### src/uemr_cfg.svh
`ifndef UEMR_CFG_SVH
`define UEMR_CFG_SVH
// endpoint mode encodings
`define UEMR_M_DISABLE   4'h0
`define UEMR_M_NAK_INOUT 4'h1
`define UEMR_M_STS_OUT   4'h2
`define UEMR_M_STALL_IO  4'h3
`define UEMR_M_IGN_IO    4'h4
`define UEMR_M_RSV5      4'h5
`define UEMR_M_STS_IN    4'h6
`define UEMR_M_RSV7      4'h7
`define UEMR_M_NAK_OUT   4'h8
`define UEMR_M_ACK_OUT   4'h9
`define UEMR_M_NAKO_STI  4'hA
`define UEMR_M_ACKO_NAKI 4'hB
`define UEMR_M_NAK_IN    4'hC
`define UEMR_M_ACK_IN    4'hD
`define UEMR_M_NAKI_STO  4'hE
`define UEMR_M_ACKI_STO  4'hF
// register map (word index on the plain port)
`define UEMR_A_MODE0     4'h0
`define UEMR_A_CNT0      4'h1
`define UEMR_A_MODE1     4'h2
`define UEMR_A_CNT1      4'h3
`define UEMR_A_STATUS    4'h4
// field positions
`define UEMR_STALL_BIT   7
`define UEMR_ST_SETUP    0
`define UEMR_ST_IN       1
`define UEMR_ST_OUT      2
`define UEMR_ST_ACK      3
`define UEMR_ST_LOCK     4
`define UEMR_ST_TOGGLE   5
// crc bytes added to endpoint size
`define UEMR_CRC_BYTES   5'h02
`define UEMR_ZERO8       8'h00
`endif

### src/uemr_pkg.sv
package uemr_pkg;
  typedef enum logic [1:0] {
    UEMR_TOK_SETUP,
    UEMR_TOK_IN,
    UEMR_TOK_OUT
  } uemr_tok_t;

  typedef enum logic [2:0] {
    UEMR_RSP_NONE,
    UEMR_RSP_ACK,
    UEMR_RSP_NAK,
    UEMR_RSP_STALL,
    UEMR_RSP_TXCNT,
    UEMR_RSP_TX0
  } uemr_rsp_t;

  // token from the line decoder
  typedef struct packed {
    logic      ep;
    uemr_tok_t tok;
  } uemr_token_t;

  // end of the data phase of setup/out
  typedef struct packed {
    logic [4:0] count;
    logic       toggle;
    logic       crc_ok;
    logic       err_ok;
  } uemr_data_t;

  // answer to the line encoder
  typedef struct packed {
    logic       valid;
    uemr_rsp_t  rsp;
    logic [3:0] count;
    logic       toggle;
  } uemr_answer_t;
endpackage

### src/uemr_responder.sv
`timescale 1ns/10ps
`include "uemr_cfg.svh"
// Behaviour
// RULE1: each endpoint keeps a four-bit mode choosing answers to SETUP, IN, OUT.
// RULE2: mode 0001 acknowledges SETUP and NAKs every IN and OUT.
// RULE3: status check ACKs only zero-length toggle-1 OUT, else STALL or ignore.
// RULE4: counted transmit sends the byte count held in the count register.
// RULE5: zero-byte transmit mode answers IN with an empty data packet.
// RULE6: ignore answers send no handshake at all.
// RULE7: a mode accepting SETUP ACKs every valid SETUP.
// RULE8: ACKed status OUT in mode 1111 rewrites the mode to 1110.
// RULE9: SETUP to an enabled accepting endpoint sets its mode to 0001.
// RULE10: modes reset to 0000; disabled stays disabled until firmware writes.
// RULE11: control endpoint flags whether the token was SETUP, IN or OUT.
// RULE12: invalid transactions get no answer.
// RULE13: interrupt on valid completion and on bad-CRC buffer corruption.
// RULE14: data valid only if count within size plus two and checks pass.
// RULE15: OUT-only modes ignore IN, IN-only modes ignore OUT.
// RULE16: IN and OUT status bits update at transaction end.
// RULE17: SETUP status bit updates when its data phase begins.
// RULE18: ACK on control endpoint locks mode and count until CPU reads.
// RULE19: firmware reads the mode register first in each endpoint handler.
// RULE20: firmware never gives the non-control endpoint a SETUP-accepting mode.
// RULE21: firmware rewrites the mode after the engine changes it.
// RULE22: non-control bit 7 stall turns ACK/data answers into STALL.
// RULE23: mode 1001 after ACKed OUT becomes 1000.
// RULE24: mode 1101 after ACKed IN becomes 1100.
// RULE25: mode 1011 after ACKed OUT becomes 0001.
// RULE26: engine mode update beats a same-cycle CPU write and locks; the code locks only for endpoint 0.
module uemr_responder #(
  parameter int EP_SIZE = 8
) (
  // clock and reset
  input  wire logic                  clock_i,
  input  wire logic                  reset_n_i,
  // register port
  input  wire logic [3:0]            reg_addr_i,
  input  wire logic [7:0]            reg_wdata_i,
  input  wire logic                  reg_wr_i,
  input  wire logic                  reg_rd_i,
  output logic      [7:0]            reg_rdata_o,
  // packet engine side
  input  wire logic                  token_valid_i,
  input  uemr_pkg::uemr_token_t      token_i,
  input  wire logic                  data_start_i,
  input  wire logic                  data_done_i,
  input  uemr_pkg::uemr_data_t       data_i,
  input  wire logic                  host_ack_i,
  input  wire logic                  host_timeout_i,
  output uemr_pkg::uemr_answer_t     answer_o,
  output logic                       irq_o
);

  // ******************************************
  // state
  // ******************************************
  typedef enum logic [1:0] {
    UEMR_S_IDLE,
    UEMR_S_DATA,
    UEMR_S_WAIT_HS
  } uemr_state_t;

  uemr_state_t               state, next_state;
  logic [7:0]                mode [2];
  logic [7:0]                next_mode [2];
  logic [3:0]                cnt [2];
  logic [3:0]                next_cnt [2];
  logic [5:0]                status, next_status;
  logic                      ep, next_ep;
  uemr_pkg::uemr_tok_t       tok, next_tok;
  uemr_pkg::uemr_answer_t    next_answer;
  logic [7:0]                next_rdata;
  logic                      next_irq;
  logic                      lock, next_lock;
  logic                      rd_mode0;

  // ******************************************
  // mode decode
  // ******************************************
  function automatic uemr_pkg::uemr_rsp_t in_rsp(input logic [3:0] m, input logic stall);
    uemr_pkg::uemr_rsp_t r;
    r = uemr_pkg::UEMR_RSP_NONE;
    case (m)
      `UEMR_M_NAK_INOUT, `UEMR_M_ACKO_NAKI,
      `UEMR_M_NAK_IN, `UEMR_M_NAKI_STO:   r = uemr_pkg::UEMR_RSP_NAK; // RULE2
      `UEMR_M_STS_OUT, `UEMR_M_STALL_IO:  r = uemr_pkg::UEMR_RSP_STALL;
      `UEMR_M_STS_IN, `UEMR_M_NAKO_STI:   r = uemr_pkg::UEMR_RSP_TX0; // RULE5
      `UEMR_M_RSV7, `UEMR_M_ACKI_STO:     r = uemr_pkg::UEMR_RSP_TXCNT; // RULE4
      `UEMR_M_ACK_IN:                     r = stall ? uemr_pkg::UEMR_RSP_STALL
                                                    : uemr_pkg::UEMR_RSP_TXCNT; // RULE22
      default:                            r = uemr_pkg::UEMR_RSP_NONE; // RULE6 RULE15
    endcase
    return r;
  endfunction

  // out answer; 'check' modes need zero length with toggle 1
  function automatic uemr_pkg::uemr_rsp_t out_rsp(input logic [3:0] m, input logic stall,
                                                 input logic zero_t1);
    uemr_pkg::uemr_rsp_t r;
    r = uemr_pkg::UEMR_RSP_NONE;
    case (m)
      `UEMR_M_NAK_INOUT, `UEMR_M_NAK_OUT,
      `UEMR_M_NAKO_STI:                   r = uemr_pkg::UEMR_RSP_NAK; // RULE2
      `UEMR_M_STALL_IO, `UEMR_M_STS_IN:   r = uemr_pkg::UEMR_RSP_STALL;
      `UEMR_M_RSV5, `UEMR_M_ACKO_NAKI:    r = uemr_pkg::UEMR_RSP_ACK;
      `UEMR_M_ACK_OUT:                    r = stall ? uemr_pkg::UEMR_RSP_STALL
                                                    : uemr_pkg::UEMR_RSP_ACK; // RULE22
      `UEMR_M_STS_OUT, `UEMR_M_NAKI_STO,
      `UEMR_M_ACKI_STO:                   r = zero_t1 ? uemr_pkg::UEMR_RSP_ACK
                                                      : uemr_pkg::UEMR_RSP_STALL; // RULE3
      default:                            r = uemr_pkg::UEMR_RSP_NONE; // RULE15
    endcase
    return r;
  endfunction

  function automatic logic takes_setup(input logic [3:0] m);
    case (m)
      `UEMR_M_NAK_INOUT, `UEMR_M_STS_OUT, `UEMR_M_STALL_IO, `UEMR_M_IGN_IO,
      `UEMR_M_STS_IN, `UEMR_M_NAKO_STI, `UEMR_M_ACKO_NAKI,
      `UEMR_M_NAKI_STO, `UEMR_M_ACKI_STO: return 1'b1;
      default:                            return 1'b0;
    endcase
  endfunction

  // ******************************************
  // next-state logic
  // ******************************************
  logic       data_ok;
  logic       zero_t1;
  logic [3:0] cur_mode;
  logic       cur_stall;
  uemr_pkg::uemr_rsp_t rsp_out;
  uemr_pkg::uemr_rsp_t rsp_in;

  always_comb begin
    cur_mode  = mode[ep][3:0]; // RULE1
    cur_stall = ep & mode[ep][`UEMR_STALL_BIT];
    data_ok   = data_i.crc_ok && data_i.err_ok &&
                (data_i.count <= 5'(EP_SIZE) + `UEMR_CRC_BYTES); // RULE14
    zero_t1   = (data_i.count == `UEMR_CRC_BYTES) && data_i.toggle;
    rsp_out   = out_rsp(cur_mode, cur_stall, zero_t1);
    rsp_in    = in_rsp(mode[token_i.ep][3:0], token_i.ep & mode[token_i.ep][`UEMR_STALL_BIT]);
    rd_mode0  = reg_rd_i && (reg_addr_i == `UEMR_A_MODE0 || reg_addr_i == `UEMR_A_CNT0);
    next_state  = state;
    next_ep     = ep;
    next_tok    = tok;
    next_mode   = mode;
    next_cnt    = cnt;
    next_status = status;
    next_lock   = lock;
    next_irq    = 1'b0;
    next_answer = '0;
    next_answer.count  = cnt[ep];
    next_answer.toggle = status[`UEMR_ST_TOGGLE];
    // cpu side; a read of MODE0 or CNT0 unlocks only once the engine is idle
    if (rd_mode0 && state == UEMR_S_IDLE) begin
      next_lock = 1'b0; // RULE18
    end
    if (reg_wr_i) begin
      case (reg_addr_i)
        `UEMR_A_MODE0: if (!lock) next_mode[0] = reg_wdata_i; // RULE18 RULE10
        `UEMR_A_CNT0:  if (!lock) next_cnt[0] = reg_wdata_i[3:0]; // RULE18
        `UEMR_A_MODE1: next_mode[1] = reg_wdata_i;
        `UEMR_A_CNT1:  next_cnt[1] = reg_wdata_i[3:0];
        default: ;
      endcase
    end
    // engine side, placed after cpu so it wins
    case (state)
      UEMR_S_IDLE: begin
        if (token_valid_i) begin
          next_ep  = token_i.ep;
          next_tok = token_i.tok;
          if (token_i.tok == uemr_pkg::UEMR_TOK_IN) begin
            next_answer.valid = (rsp_in != uemr_pkg::UEMR_RSP_NONE); // RULE6
            next_answer.rsp   = rsp_in;
            next_answer.count = (rsp_in == uemr_pkg::UEMR_RSP_TX0) ? 4'h0 : cnt[token_i.ep]; // RULE4 RULE5
            if (rsp_in == uemr_pkg::UEMR_RSP_TXCNT || rsp_in == uemr_pkg::UEMR_RSP_TX0) begin
              next_state = UEMR_S_WAIT_HS;
            end else if (rsp_in != uemr_pkg::UEMR_RSP_NONE) begin
              next_irq = 1'b1; // RULE13
              if (!token_i.ep) next_status[`UEMR_ST_IN] = 1'b1; // RULE16 RULE11
            end
          end else begin
            next_state = UEMR_S_DATA;
          end
        end
      end
      UEMR_S_DATA: begin
        if (data_start_i && tok == uemr_pkg::UEMR_TOK_SETUP && takes_setup(cur_mode) && !ep) begin
          next_status[`UEMR_ST_SETUP] = 1'b1; // RULE17 RULE11
          next_status[`UEMR_ST_IN]    = 1'b0;
          next_status[`UEMR_ST_OUT]   = 1'b0;
        end
        if (data_done_i) begin
          next_state = UEMR_S_IDLE;
          if (!data_ok) begin
            // corrupted buffer raises irq only when the address accepted data
            next_irq = data_i.crc_ok ? 1'b0 :
                       (tok == uemr_pkg::UEMR_TOK_SETUP ? takes_setup(cur_mode)
                                                        : rsp_out == uemr_pkg::UEMR_RSP_ACK); // RULE13 RULE12
          end else if (tok == uemr_pkg::UEMR_TOK_SETUP) begin
            if (takes_setup(cur_mode)) begin
              next_answer.valid = 1'b1;
              next_answer.rsp   = uemr_pkg::UEMR_RSP_ACK; // RULE7
              next_mode[ep]     = {mode[ep][7:4], `UEMR_M_NAK_INOUT}; // RULE9 RULE26
              next_status[`UEMR_ST_TOGGLE] = data_i.toggle;
              next_status[`UEMR_ST_ACK]    = 1'b1;
              next_irq = 1'b1;
              if (!ep) next_lock = 1'b1; // RULE18
            end
          end else if (rsp_out != uemr_pkg::UEMR_RSP_NONE) begin
            next_answer.valid = 1'b1;
            next_answer.rsp   = rsp_out;
            next_irq          = 1'b1; // RULE13
            if (!ep) next_status[`UEMR_ST_OUT] = 1'b1; // RULE16
            if (rsp_out == uemr_pkg::UEMR_RSP_ACK) begin
              next_status[`UEMR_ST_ACK]    = 1'b1;
              next_status[`UEMR_ST_TOGGLE] = data_i.toggle;
              if (!ep) next_lock = 1'b1; // RULE18 RULE26
              case (cur_mode)
                `UEMR_M_ACKI_STO:  next_mode[ep] = {mode[ep][7:4], `UEMR_M_NAKI_STO}; // RULE8
                `UEMR_M_ACK_OUT:   next_mode[ep] = {mode[ep][7:4], `UEMR_M_NAK_OUT}; // RULE23
                `UEMR_M_ACKO_NAKI: next_mode[ep] = {mode[ep][7:4], `UEMR_M_NAK_INOUT}; // RULE25
                default: ;
              endcase
            end
          end
        end
      end
      UEMR_S_WAIT_HS: begin
        if (host_ack_i || host_timeout_i) begin
          next_state = UEMR_S_IDLE;
          next_irq   = 1'b1; // RULE13
          if (!ep) next_status[`UEMR_ST_IN] = 1'b1; // RULE16
          if (host_ack_i) begin
            next_status[`UEMR_ST_ACK] = 1'b1;
            if (!ep) next_lock = 1'b1; // RULE18
            if (cur_mode == `UEMR_M_ACK_IN) next_mode[ep] = {mode[ep][7:4], `UEMR_M_NAK_IN}; // RULE24
            if (cur_mode == `UEMR_M_ACKI_STO) next_mode[ep] = {mode[ep][7:4], `UEMR_M_NAKI_STO};
          end
        end
      end
      default: next_state = UEMR_S_IDLE;
    endcase
    // read data
    case (reg_addr_i)
      `UEMR_A_MODE0:  next_rdata = mode[0];
      `UEMR_A_CNT0:   next_rdata = {4'h0, cnt[0]};
      `UEMR_A_MODE1:  next_rdata = mode[1];
      `UEMR_A_CNT1:   next_rdata = {4'h0, cnt[1]};
      `UEMR_A_STATUS: next_rdata = {2'h0, status};
      default:        next_rdata = `UEMR_ZERO8;
    endcase
    if (!reg_rd_i) next_rdata = `UEMR_ZERO8;
    next_status[`UEMR_ST_LOCK] = next_lock;
  end

  // ******************************************
  // registers
  // ******************************************
  always_ff @(posedge clock_i) begin
    if (!reset_n_i) begin
      state       <= UEMR_S_IDLE;
      mode[0]     <= `UEMR_ZERO8; // RULE10
      mode[1]     <= `UEMR_ZERO8;
      cnt[0]      <= 4'h0;
      cnt[1]      <= 4'h0;
      status      <= 6'h00;
      ep          <= 1'b0;
      tok         <= uemr_pkg::UEMR_TOK_SETUP;
      lock        <= 1'b0;
      answer_o    <= '0;
      reg_rdata_o <= `UEMR_ZERO8;
      irq_o       <= 1'b0;
    end else begin
      state       <= next_state;
      mode        <= next_mode;
      cnt         <= next_cnt;
      status      <= next_status;
      ep          <= next_ep;
      tok         <= next_tok;
      lock        <= next_lock;
      answer_o    <= next_answer;
      reg_rdata_o <= next_rdata;
      irq_o       <= next_irq;
    end
  end

  // ******************************************
  // checks
  // ******************************************
  AST_RESET_DISABLED: assert property (@(posedge clock_i) !reset_n_i |=> mode[0] == `UEMR_ZERO8) // RULE10
    else $error("mode not cleared by reset");
  AST_LOCK_BLOCKS: assert property (@(posedge clock_i) disable iff (!reset_n_i) // RULE18
    lock && reg_wr_i && reg_addr_i == `UEMR_A_MODE0 && state == UEMR_S_IDLE && !token_valid_i
    |=> $stable(mode[0]))
    else $error("locked mode register took a write");
  AST_MODE1_NAK: assert property (@(posedge clock_i) disable iff (!reset_n_i) // RULE2
    state == UEMR_S_IDLE && token_valid_i && token_i.tok == uemr_pkg::UEMR_TOK_IN &&
    mode[token_i.ep][3:0] == `UEMR_M_NAK_INOUT |=> answer_o.valid && answer_o.rsp == uemr_pkg::UEMR_RSP_NAK)
    else $error("mode 0001 did not nak in");
  AST_DISABLED_SILENT: assert property (@(posedge clock_i) disable iff (!reset_n_i) // RULE6
    state == UEMR_S_IDLE && token_valid_i && mode[token_i.ep][3:0] == `UEMR_M_DISABLE
    |=> !answer_o.valid)
    else $error("disabled endpoint answered");
  AST_INVALID_SILENT: assert property (@(posedge clock_i) disable iff (!reset_n_i) // RULE12
    state == UEMR_S_DATA && data_done_i && !data_ok |=> !answer_o.valid)
    else $error("invalid data answered");
  AST_STATUS_ACK: assert property (@(posedge clock_i) disable iff (!reset_n_i) // RULE3
    state == UEMR_S_DATA && data_done_i && data_ok && tok == uemr_pkg::UEMR_TOK_OUT &&
    cur_mode == `UEMR_M_ACKI_STO && zero_t1 |=> answer_o.rsp == uemr_pkg::UEMR_RSP_ACK &&
    mode[ep][3:0] == `UEMR_M_NAKI_STO)
    else $error("status out not acked and rewritten");
  AST_SETUP_NAKMODE: assert property (@(posedge clock_i) disable iff (!reset_n_i) // RULE9
    state == UEMR_S_DATA && data_done_i && data_ok && tok == uemr_pkg::UEMR_TOK_SETUP &&
    takes_setup(cur_mode) |=> mode[ep][3:0] == `UEMR_M_NAK_INOUT && answer_o.rsp == uemr_pkg::UEMR_RSP_ACK)
    else $error("setup did not force nak mode");
  AST_ACKIN_REWRITE: assert property (@(posedge clock_i) disable iff (!reset_n_i) // RULE24
    state == UEMR_S_WAIT_HS && host_ack_i && cur_mode == `UEMR_M_ACK_IN |=> mode[ep][3:0] == `UEMR_M_NAK_IN)
    else $error("ack in mode not rewritten");

  // ******************************************
  // rewrites, flags and answers
  // ******************************************
  // rewrites are judged on bits 3:0 only; bit 7 belongs to firmware
  AST_RESET_DISABLED1: assert property (@(posedge clock_i) // RULE10
    !reset_n_i |=> mode[1] == `UEMR_ZERO8)
    else $error("non-control mode not cleared by reset");
  AST_OUT_NAK: assert property (@(posedge clock_i) disable iff (!reset_n_i) // RULE2
    state == UEMR_S_DATA && data_done_i &&
    data_ok && tok == uemr_pkg::UEMR_TOK_OUT &&
    cur_mode == `UEMR_M_NAK_INOUT
    |=> answer_o.valid && answer_o.rsp == uemr_pkg::UEMR_RSP_NAK)
    else $error("mode 0001 did not nak out");
  AST_SETUP_FLAG: assert property (@(posedge clock_i) disable iff (!reset_n_i) // RULE17
    state == UEMR_S_DATA && data_start_i &&
    !ep && tok == uemr_pkg::UEMR_TOK_SETUP &&
    takes_setup(cur_mode)
    |=> status[`UEMR_ST_SETUP] && !status[`UEMR_ST_IN] && !status[`UEMR_ST_OUT])
    else $error("setup status not raised at data start");
  AST_ACKOUT_REWRITE: assert property (@(posedge clock_i) disable iff (!reset_n_i) // RULE23
    state == UEMR_S_DATA && data_done_i &&
    data_ok && tok == uemr_pkg::UEMR_TOK_OUT &&
    cur_mode == `UEMR_M_ACK_OUT && !cur_stall
    |=> answer_o.rsp == uemr_pkg::UEMR_RSP_ACK && mode[ep][3:0] == `UEMR_M_NAK_OUT)
    else $error("ack out mode not rewritten");
  AST_ACKO_REWRITE: assert property (@(posedge clock_i) disable iff (!reset_n_i) // RULE25
    state == UEMR_S_DATA && data_done_i &&
    data_ok && tok == uemr_pkg::UEMR_TOK_OUT &&
    cur_mode == `UEMR_M_ACKO_NAKI
    |=> answer_o.rsp == uemr_pkg::UEMR_RSP_ACK && mode[ep][3:0] == `UEMR_M_NAK_INOUT)
    else $error("ack out nak in mode not rewritten");
  AST_STALL_IN: assert property (@(posedge clock_i) disable iff (!reset_n_i) // RULE22
    state == UEMR_S_IDLE && token_valid_i &&
    token_i.tok == uemr_pkg::UEMR_TOK_IN && token_i.ep &&
    mode[1][3:0] == `UEMR_M_ACK_IN && mode[1][`UEMR_STALL_BIT]
    |=> answer_o.valid && answer_o.rsp == uemr_pkg::UEMR_RSP_STALL)
    else $error("stall bit did not stall in");
  AST_TX0_EMPTY: assert property (@(posedge clock_i) disable iff (!reset_n_i) // RULE5
    state == UEMR_S_IDLE && token_valid_i &&
    token_i.tok == uemr_pkg::UEMR_TOK_IN &&
    mode[token_i.ep][3:0] == `UEMR_M_STS_IN
    |=> answer_o.valid && answer_o.rsp == uemr_pkg::UEMR_RSP_TX0 && answer_o.count == 4'h0)
    else $error("status in did not send an empty packet");
  AST_IN_IGNORED: assert property (@(posedge clock_i) disable iff (!reset_n_i) // RULE15
    state == UEMR_S_IDLE && token_valid_i &&
    token_i.tok == uemr_pkg::UEMR_TOK_IN &&
    mode[token_i.ep][3:0] == `UEMR_M_ACK_OUT
    |=> !answer_o.valid && !irq_o)
    else $error("out-only endpoint answered an in");
  AST_ENGINE_WINS: assert property (@(posedge clock_i) disable iff (!reset_n_i) // RULE26
    state == UEMR_S_WAIT_HS && host_ack_i && ep &&
    cur_mode == `UEMR_M_ACK_IN && reg_wr_i &&
    reg_addr_i == `UEMR_A_MODE1
    |=> mode[1][3:0] == `UEMR_M_NAK_IN)
    else $error("cpu write beat the engine rewrite");
  AST_HS_IRQ: assert property (@(posedge clock_i) disable iff (!reset_n_i) // RULE13
    state == UEMR_S_WAIT_HS && (host_ack_i || host_timeout_i)
    |=> irq_o && state == UEMR_S_IDLE)
    else $error("finished in transfer raised no interrupt");

endmodule

### config.mk
export PLATFORM = sky130hd
export DESIGN_NAME = uemr_responder
export DESIGN_NICKNAME = d
export VERILOG_FILES = /design/src/uemr_pkg.sv /design/src/uemr_responder.sv
export VERILOG_INCLUDE_DIRS = /design/src
export SDC_FILE = /design/constraint.sdc
export NUM_CORES = 1
export LEC_CHECK = 0
export BUFFER_PORTS_ARGS = -buffer_cell sky130_fd_sc_hd__clkbuf_2
export CORE_MARGIN = 1
export CORE_UTILIZATION = 40
export CTS_CLUSTER_DIAMETER = 40
export DETAILED_ROUTE_END_ITERATION = 6
export SLEW_MARGIN = 25
export SYNTH_ARGS = -nofsm -noshare
export SYNTH_HDL_FRONTEND = slang
export SYNTH_SLANG_ARGS = --single-unit
### constraint.sdc
create_clock -name clock_i -period 3.8 [get_ports clock_i]
set_clock_uncertainty 0.05 [all_clocks]
set_input_delay 0.76 -clock clock_i [delete_from_list [all_inputs] [get_ports clock_i]]
set_output_delay 0.76 -clock clock_i [all_outputs]
set_load 0.05 [all_outputs]
==> results.md <==
- Chip height: 100.2 µm
- Period utilization: 74.58%
- Fillers: 985
- I/O Pins: 50
- Layout cells sized above 1: 18.94%
- Psw: 0.3610 mW
- Setup Buffers After CTS: 0
- Ys flop type: dfxtp_1
- Fmax: 352.8 MHz
- Post-synthesis compound-gate area fraction: 27.30%
- Adder-Cell Fraction of Synth Area: 1.558%
- Initial antenna violation count: 0
- Synth area leaders: dfxtp_1 28%, mux2i_1 7.0%, nand2_1 4.7%, nor2_1 4.6%, a21oi_1 4.4%
- Die width: 100.2 µm
- Layout Nets: 563
- Worst hold stages: 2
- Post-synth top area cell: dfxtp_1
- Post-Synth XOR/XNOR Area: 0.4544%
- Syn avg cell area: 7.819 µm²
- Reg2Reg Depth: 6
- Sw frac: 30.05%
- Internal power: 0.8405 mW
- Detailed placer's ending HPWL: 9.345 mm
- Vias per cell: 6.184
- DR WL/cell: 19.31 µm
- Slowest cell on the critical path: dfxtp_1
- Number of DRC markers in iteration 0: 335
- Status: complete, no violations
- Post_cts resized: 0
- CP Max Fanout: 12
- Post-synth EDFFs: 0
- Sequential fraction of design power: 48.4%
- Max incr delay on CP: 0.78 ns
- CTS Buffer Depth: 2
- Rows: 35
- Slew headroom: 38.67%
- Yosys cell types: 75
- Hold Crit Class: reg -> reg
- PwrDens: 278.8 nW/µm²
- Final ANT Viol Nets: 0
- Initial Utilization: 41.52%
- Simple-gate share of the synthesized area: 24.05%
- Gate Count Post-Synth: 493
- Gate power share: 17.9%
- FF-to-FF Start: ep
- Reg-to-reg slack, setup: 0.97 ns
- Sequential fraction of the synthesis area: 27.52%
- Final setup violation count: 0
- CTS Buf Count: 5
- Lkg Pwr: 1.656 nW
- Root Buffer: clkbuf_8
- Asr flop ratio synth: 0%
- Syn nets: 529
- Number of I/O port buffers: 49
- Reg-to-reg critical path endpoint: mode[6]
- Htree depth: 2
- CP Class: reg -> reg
- Final min period: 2.834 ns
- Total Routed Length: 12.69 mm
- First-pass GRT wire length: 20.01 mm
- Synth Cell Area: 3855 µm²
- Portion of netlist area occupied by mux cells: 14.18%
- Final Hold Viols: 0
- Setup crit end kind: register
- Layout Cells excl Fill: 657
- Max-cap violation count: 0
- WHS Endpoint: tok[1]
- Clock Latency Late Sink: 0.32 ns
- Reg clk slew, reported paths: 0.11 ns
- Cells along the critical path: mux2i_4 > o21ai_2 > a221o_1 > a21oi_1 > a2bb2oi_1 > o2bb2ai_1
- Startpoint types: register
- Hold Buf Count CTS: 0
- Hold Crit Start: tok[1]
- Routability cong.: 0.9491
- Top cell type's share of synthesized area: 27.52%
- Grt total ovfl: 0
- Data arrival time at the worst-slack endpoint: 2.99 ns
- All-Layer GR Usage: 25.89%
- WP data required: 3.96 ns
- # DRC: 0
- Clk network pwr share: 33.6%
- CTS tree: built
- Vias in the first global route: 3827
- Worst-margin pin slew: 0.8943 ns
- Core area: 9284 µm²
- #FFs+latches synth: 53
- Largest net degree at the start of global routing: 23
- Die area: 10030 µm²
- RSZ-0062 raised after global routing: false
- Drt pass-1 iters: 5
- Setup Total Neg Slack: 0 ns
- Layout Area Growth over Synthesis: 11.81%
- Total placed cells including tap cells: 649
- Count leader, synth: dfxtp_1
- # diodes: 0
- Pins Over Slew Limit: 0
- Yosys warning count: 0
- Max VDD drop: 147.3 µV
- Synth cell count leaders: 53 x dfxtp_1, 48 x nand2_1, 47 x nor2_1
- Clk sinks: 53
- Largest family of logic cells by synthesized area: compound AO/OA/AOI/OAI gates
- Vias: 4063
[metal layers]
layer	vias to the layer above	track usage [%]	wire length, µm
met4	0	10.14	359
met5	-	0	0
met2	197	40.89	5691
li1	1917	-	-
met1	1918	35.46	5567
met3	31	3.969	1068
[worst max-delay path: cells and delay by family, from the launching register on]
kind            cells  cell delay, ns
mux                 1            0.55
compound gates      5            1.34
flops               1            0.78
[kinds of logic (layout without fill, tap and decap cells)]
| kind of cell | after synthesis | count (layout) |
|---|---|---|
| AND/OR/NAND/NOR | 186 | 186 |
| AO/OA/AOI/OAI | 157 | 157 |
| flip-flops | 53 | 53 |
| multiplexers | 45 | 45 |
| buffers and inverters | 45 | 80 |
| adder cells (fa/ha/maj) | 5 | 5 |
| XOR/XNOR | 2 | 2 |
[power by group through the flow]
stage / clock, mW / combinational (mW) / sequential (mW)
after floorplan: 0 / 0.141 / 0.589
after global placement: 0 / 0.210 / 0.595
after detailed placement: 0 / 0.211 / 0.595
after CTS: 0.411 / 0.211 / 0.582
after global routing: 0.428 / 0.236 / 0.584
final: 0.404 / 0.215 / 0.582
[worst max path at each step]
stage	endpoint	from	cells past startpoint	slack (ns)
6_report	mode[6]	ep	6	0.97
3_3_place_gp	mode[11]	reg_addr_i[1]	7	0.93
4_1_cts	mode[6]	ep	6	1.02
2_1_floorplan	mode[6]	data_i[7]	7	1.49
5_1_grt	mode[6]	ep	6	0.81
3_5_place_dp	mode[11]	reg_addr_i[2]	7	0.88
[layout make-up]
cell class / count / area, µm² / share of cell area (%)
repair buffers: 60 / 327.8 / 7.605
multi-input cells: 395 / 2604 / 60.41
flip-flops and latches: 53 / 1061 / 24.62
well taps: 129 / 161.4 / 3.745
clock inverters: 2 / 38.79 / 0.8999
inverters: 12 / 45.04 / 1.045
clock buffers: 6 / 72.57 / 1.684
[flip-flops by register name (all words and copies together) (netlist names)]
name,cells
answer_o,9
cnt,8
ep,1
irq_o,1
mode,16
reg_rdata_o,8
state,2
status,6
tok,2
[metrics by stage]
| step | hold slack (ns) | cell area [µm²] | power [mW] | worst slack [ns] | util, % |
|---|---|---|---|---|---|
| after floorplan | 0.3864 | 3855 | 0.7291 | 1.493 | - |
| after global placement | 0.4043 | 4199 | 0.8048 | 0.9324 | 45.23 |
| after detailed placement | 0.4064 | 4199 | 0.8052 | 0.8766 | 45.23 |
| after CTS | 0.4202 | 4310 | 1.204 | 1.017 | 46.43 |
| after global routing | 0.4646 | 4310 | 1.248 | 0.8124 | 46.43 |
| final | 0.4200 | 4310 | 1.202 | 0.9658 | 46.43 |
[layout by cell type, fill, tap and decap left out, drive strengths merged, types with 3 or more instances in the layout]
cell      n
a211oi    6
a2bb2oi   3
o211ai   12
nand2    48
a21o      4
mux2     11
and2      3
inv      10
nor2b     4
nor3     12
a221oi    3
a31oi    11
o21a      3
nor4      5
a22oi     6
mux4      4
o2bb2ai   6
o21ai    34
o31ai     7
nor2     47
nand4     4
buf      11
a21oi    36
dfxtp    53
mux2i    30
ha        4
clkinv    3
clkbuf   55
nand3    28
nand3b    3
nand2b   13
a311oi    3
a21boi    3
or2       3
and3      6
Power figures use the tool's default switching activity.
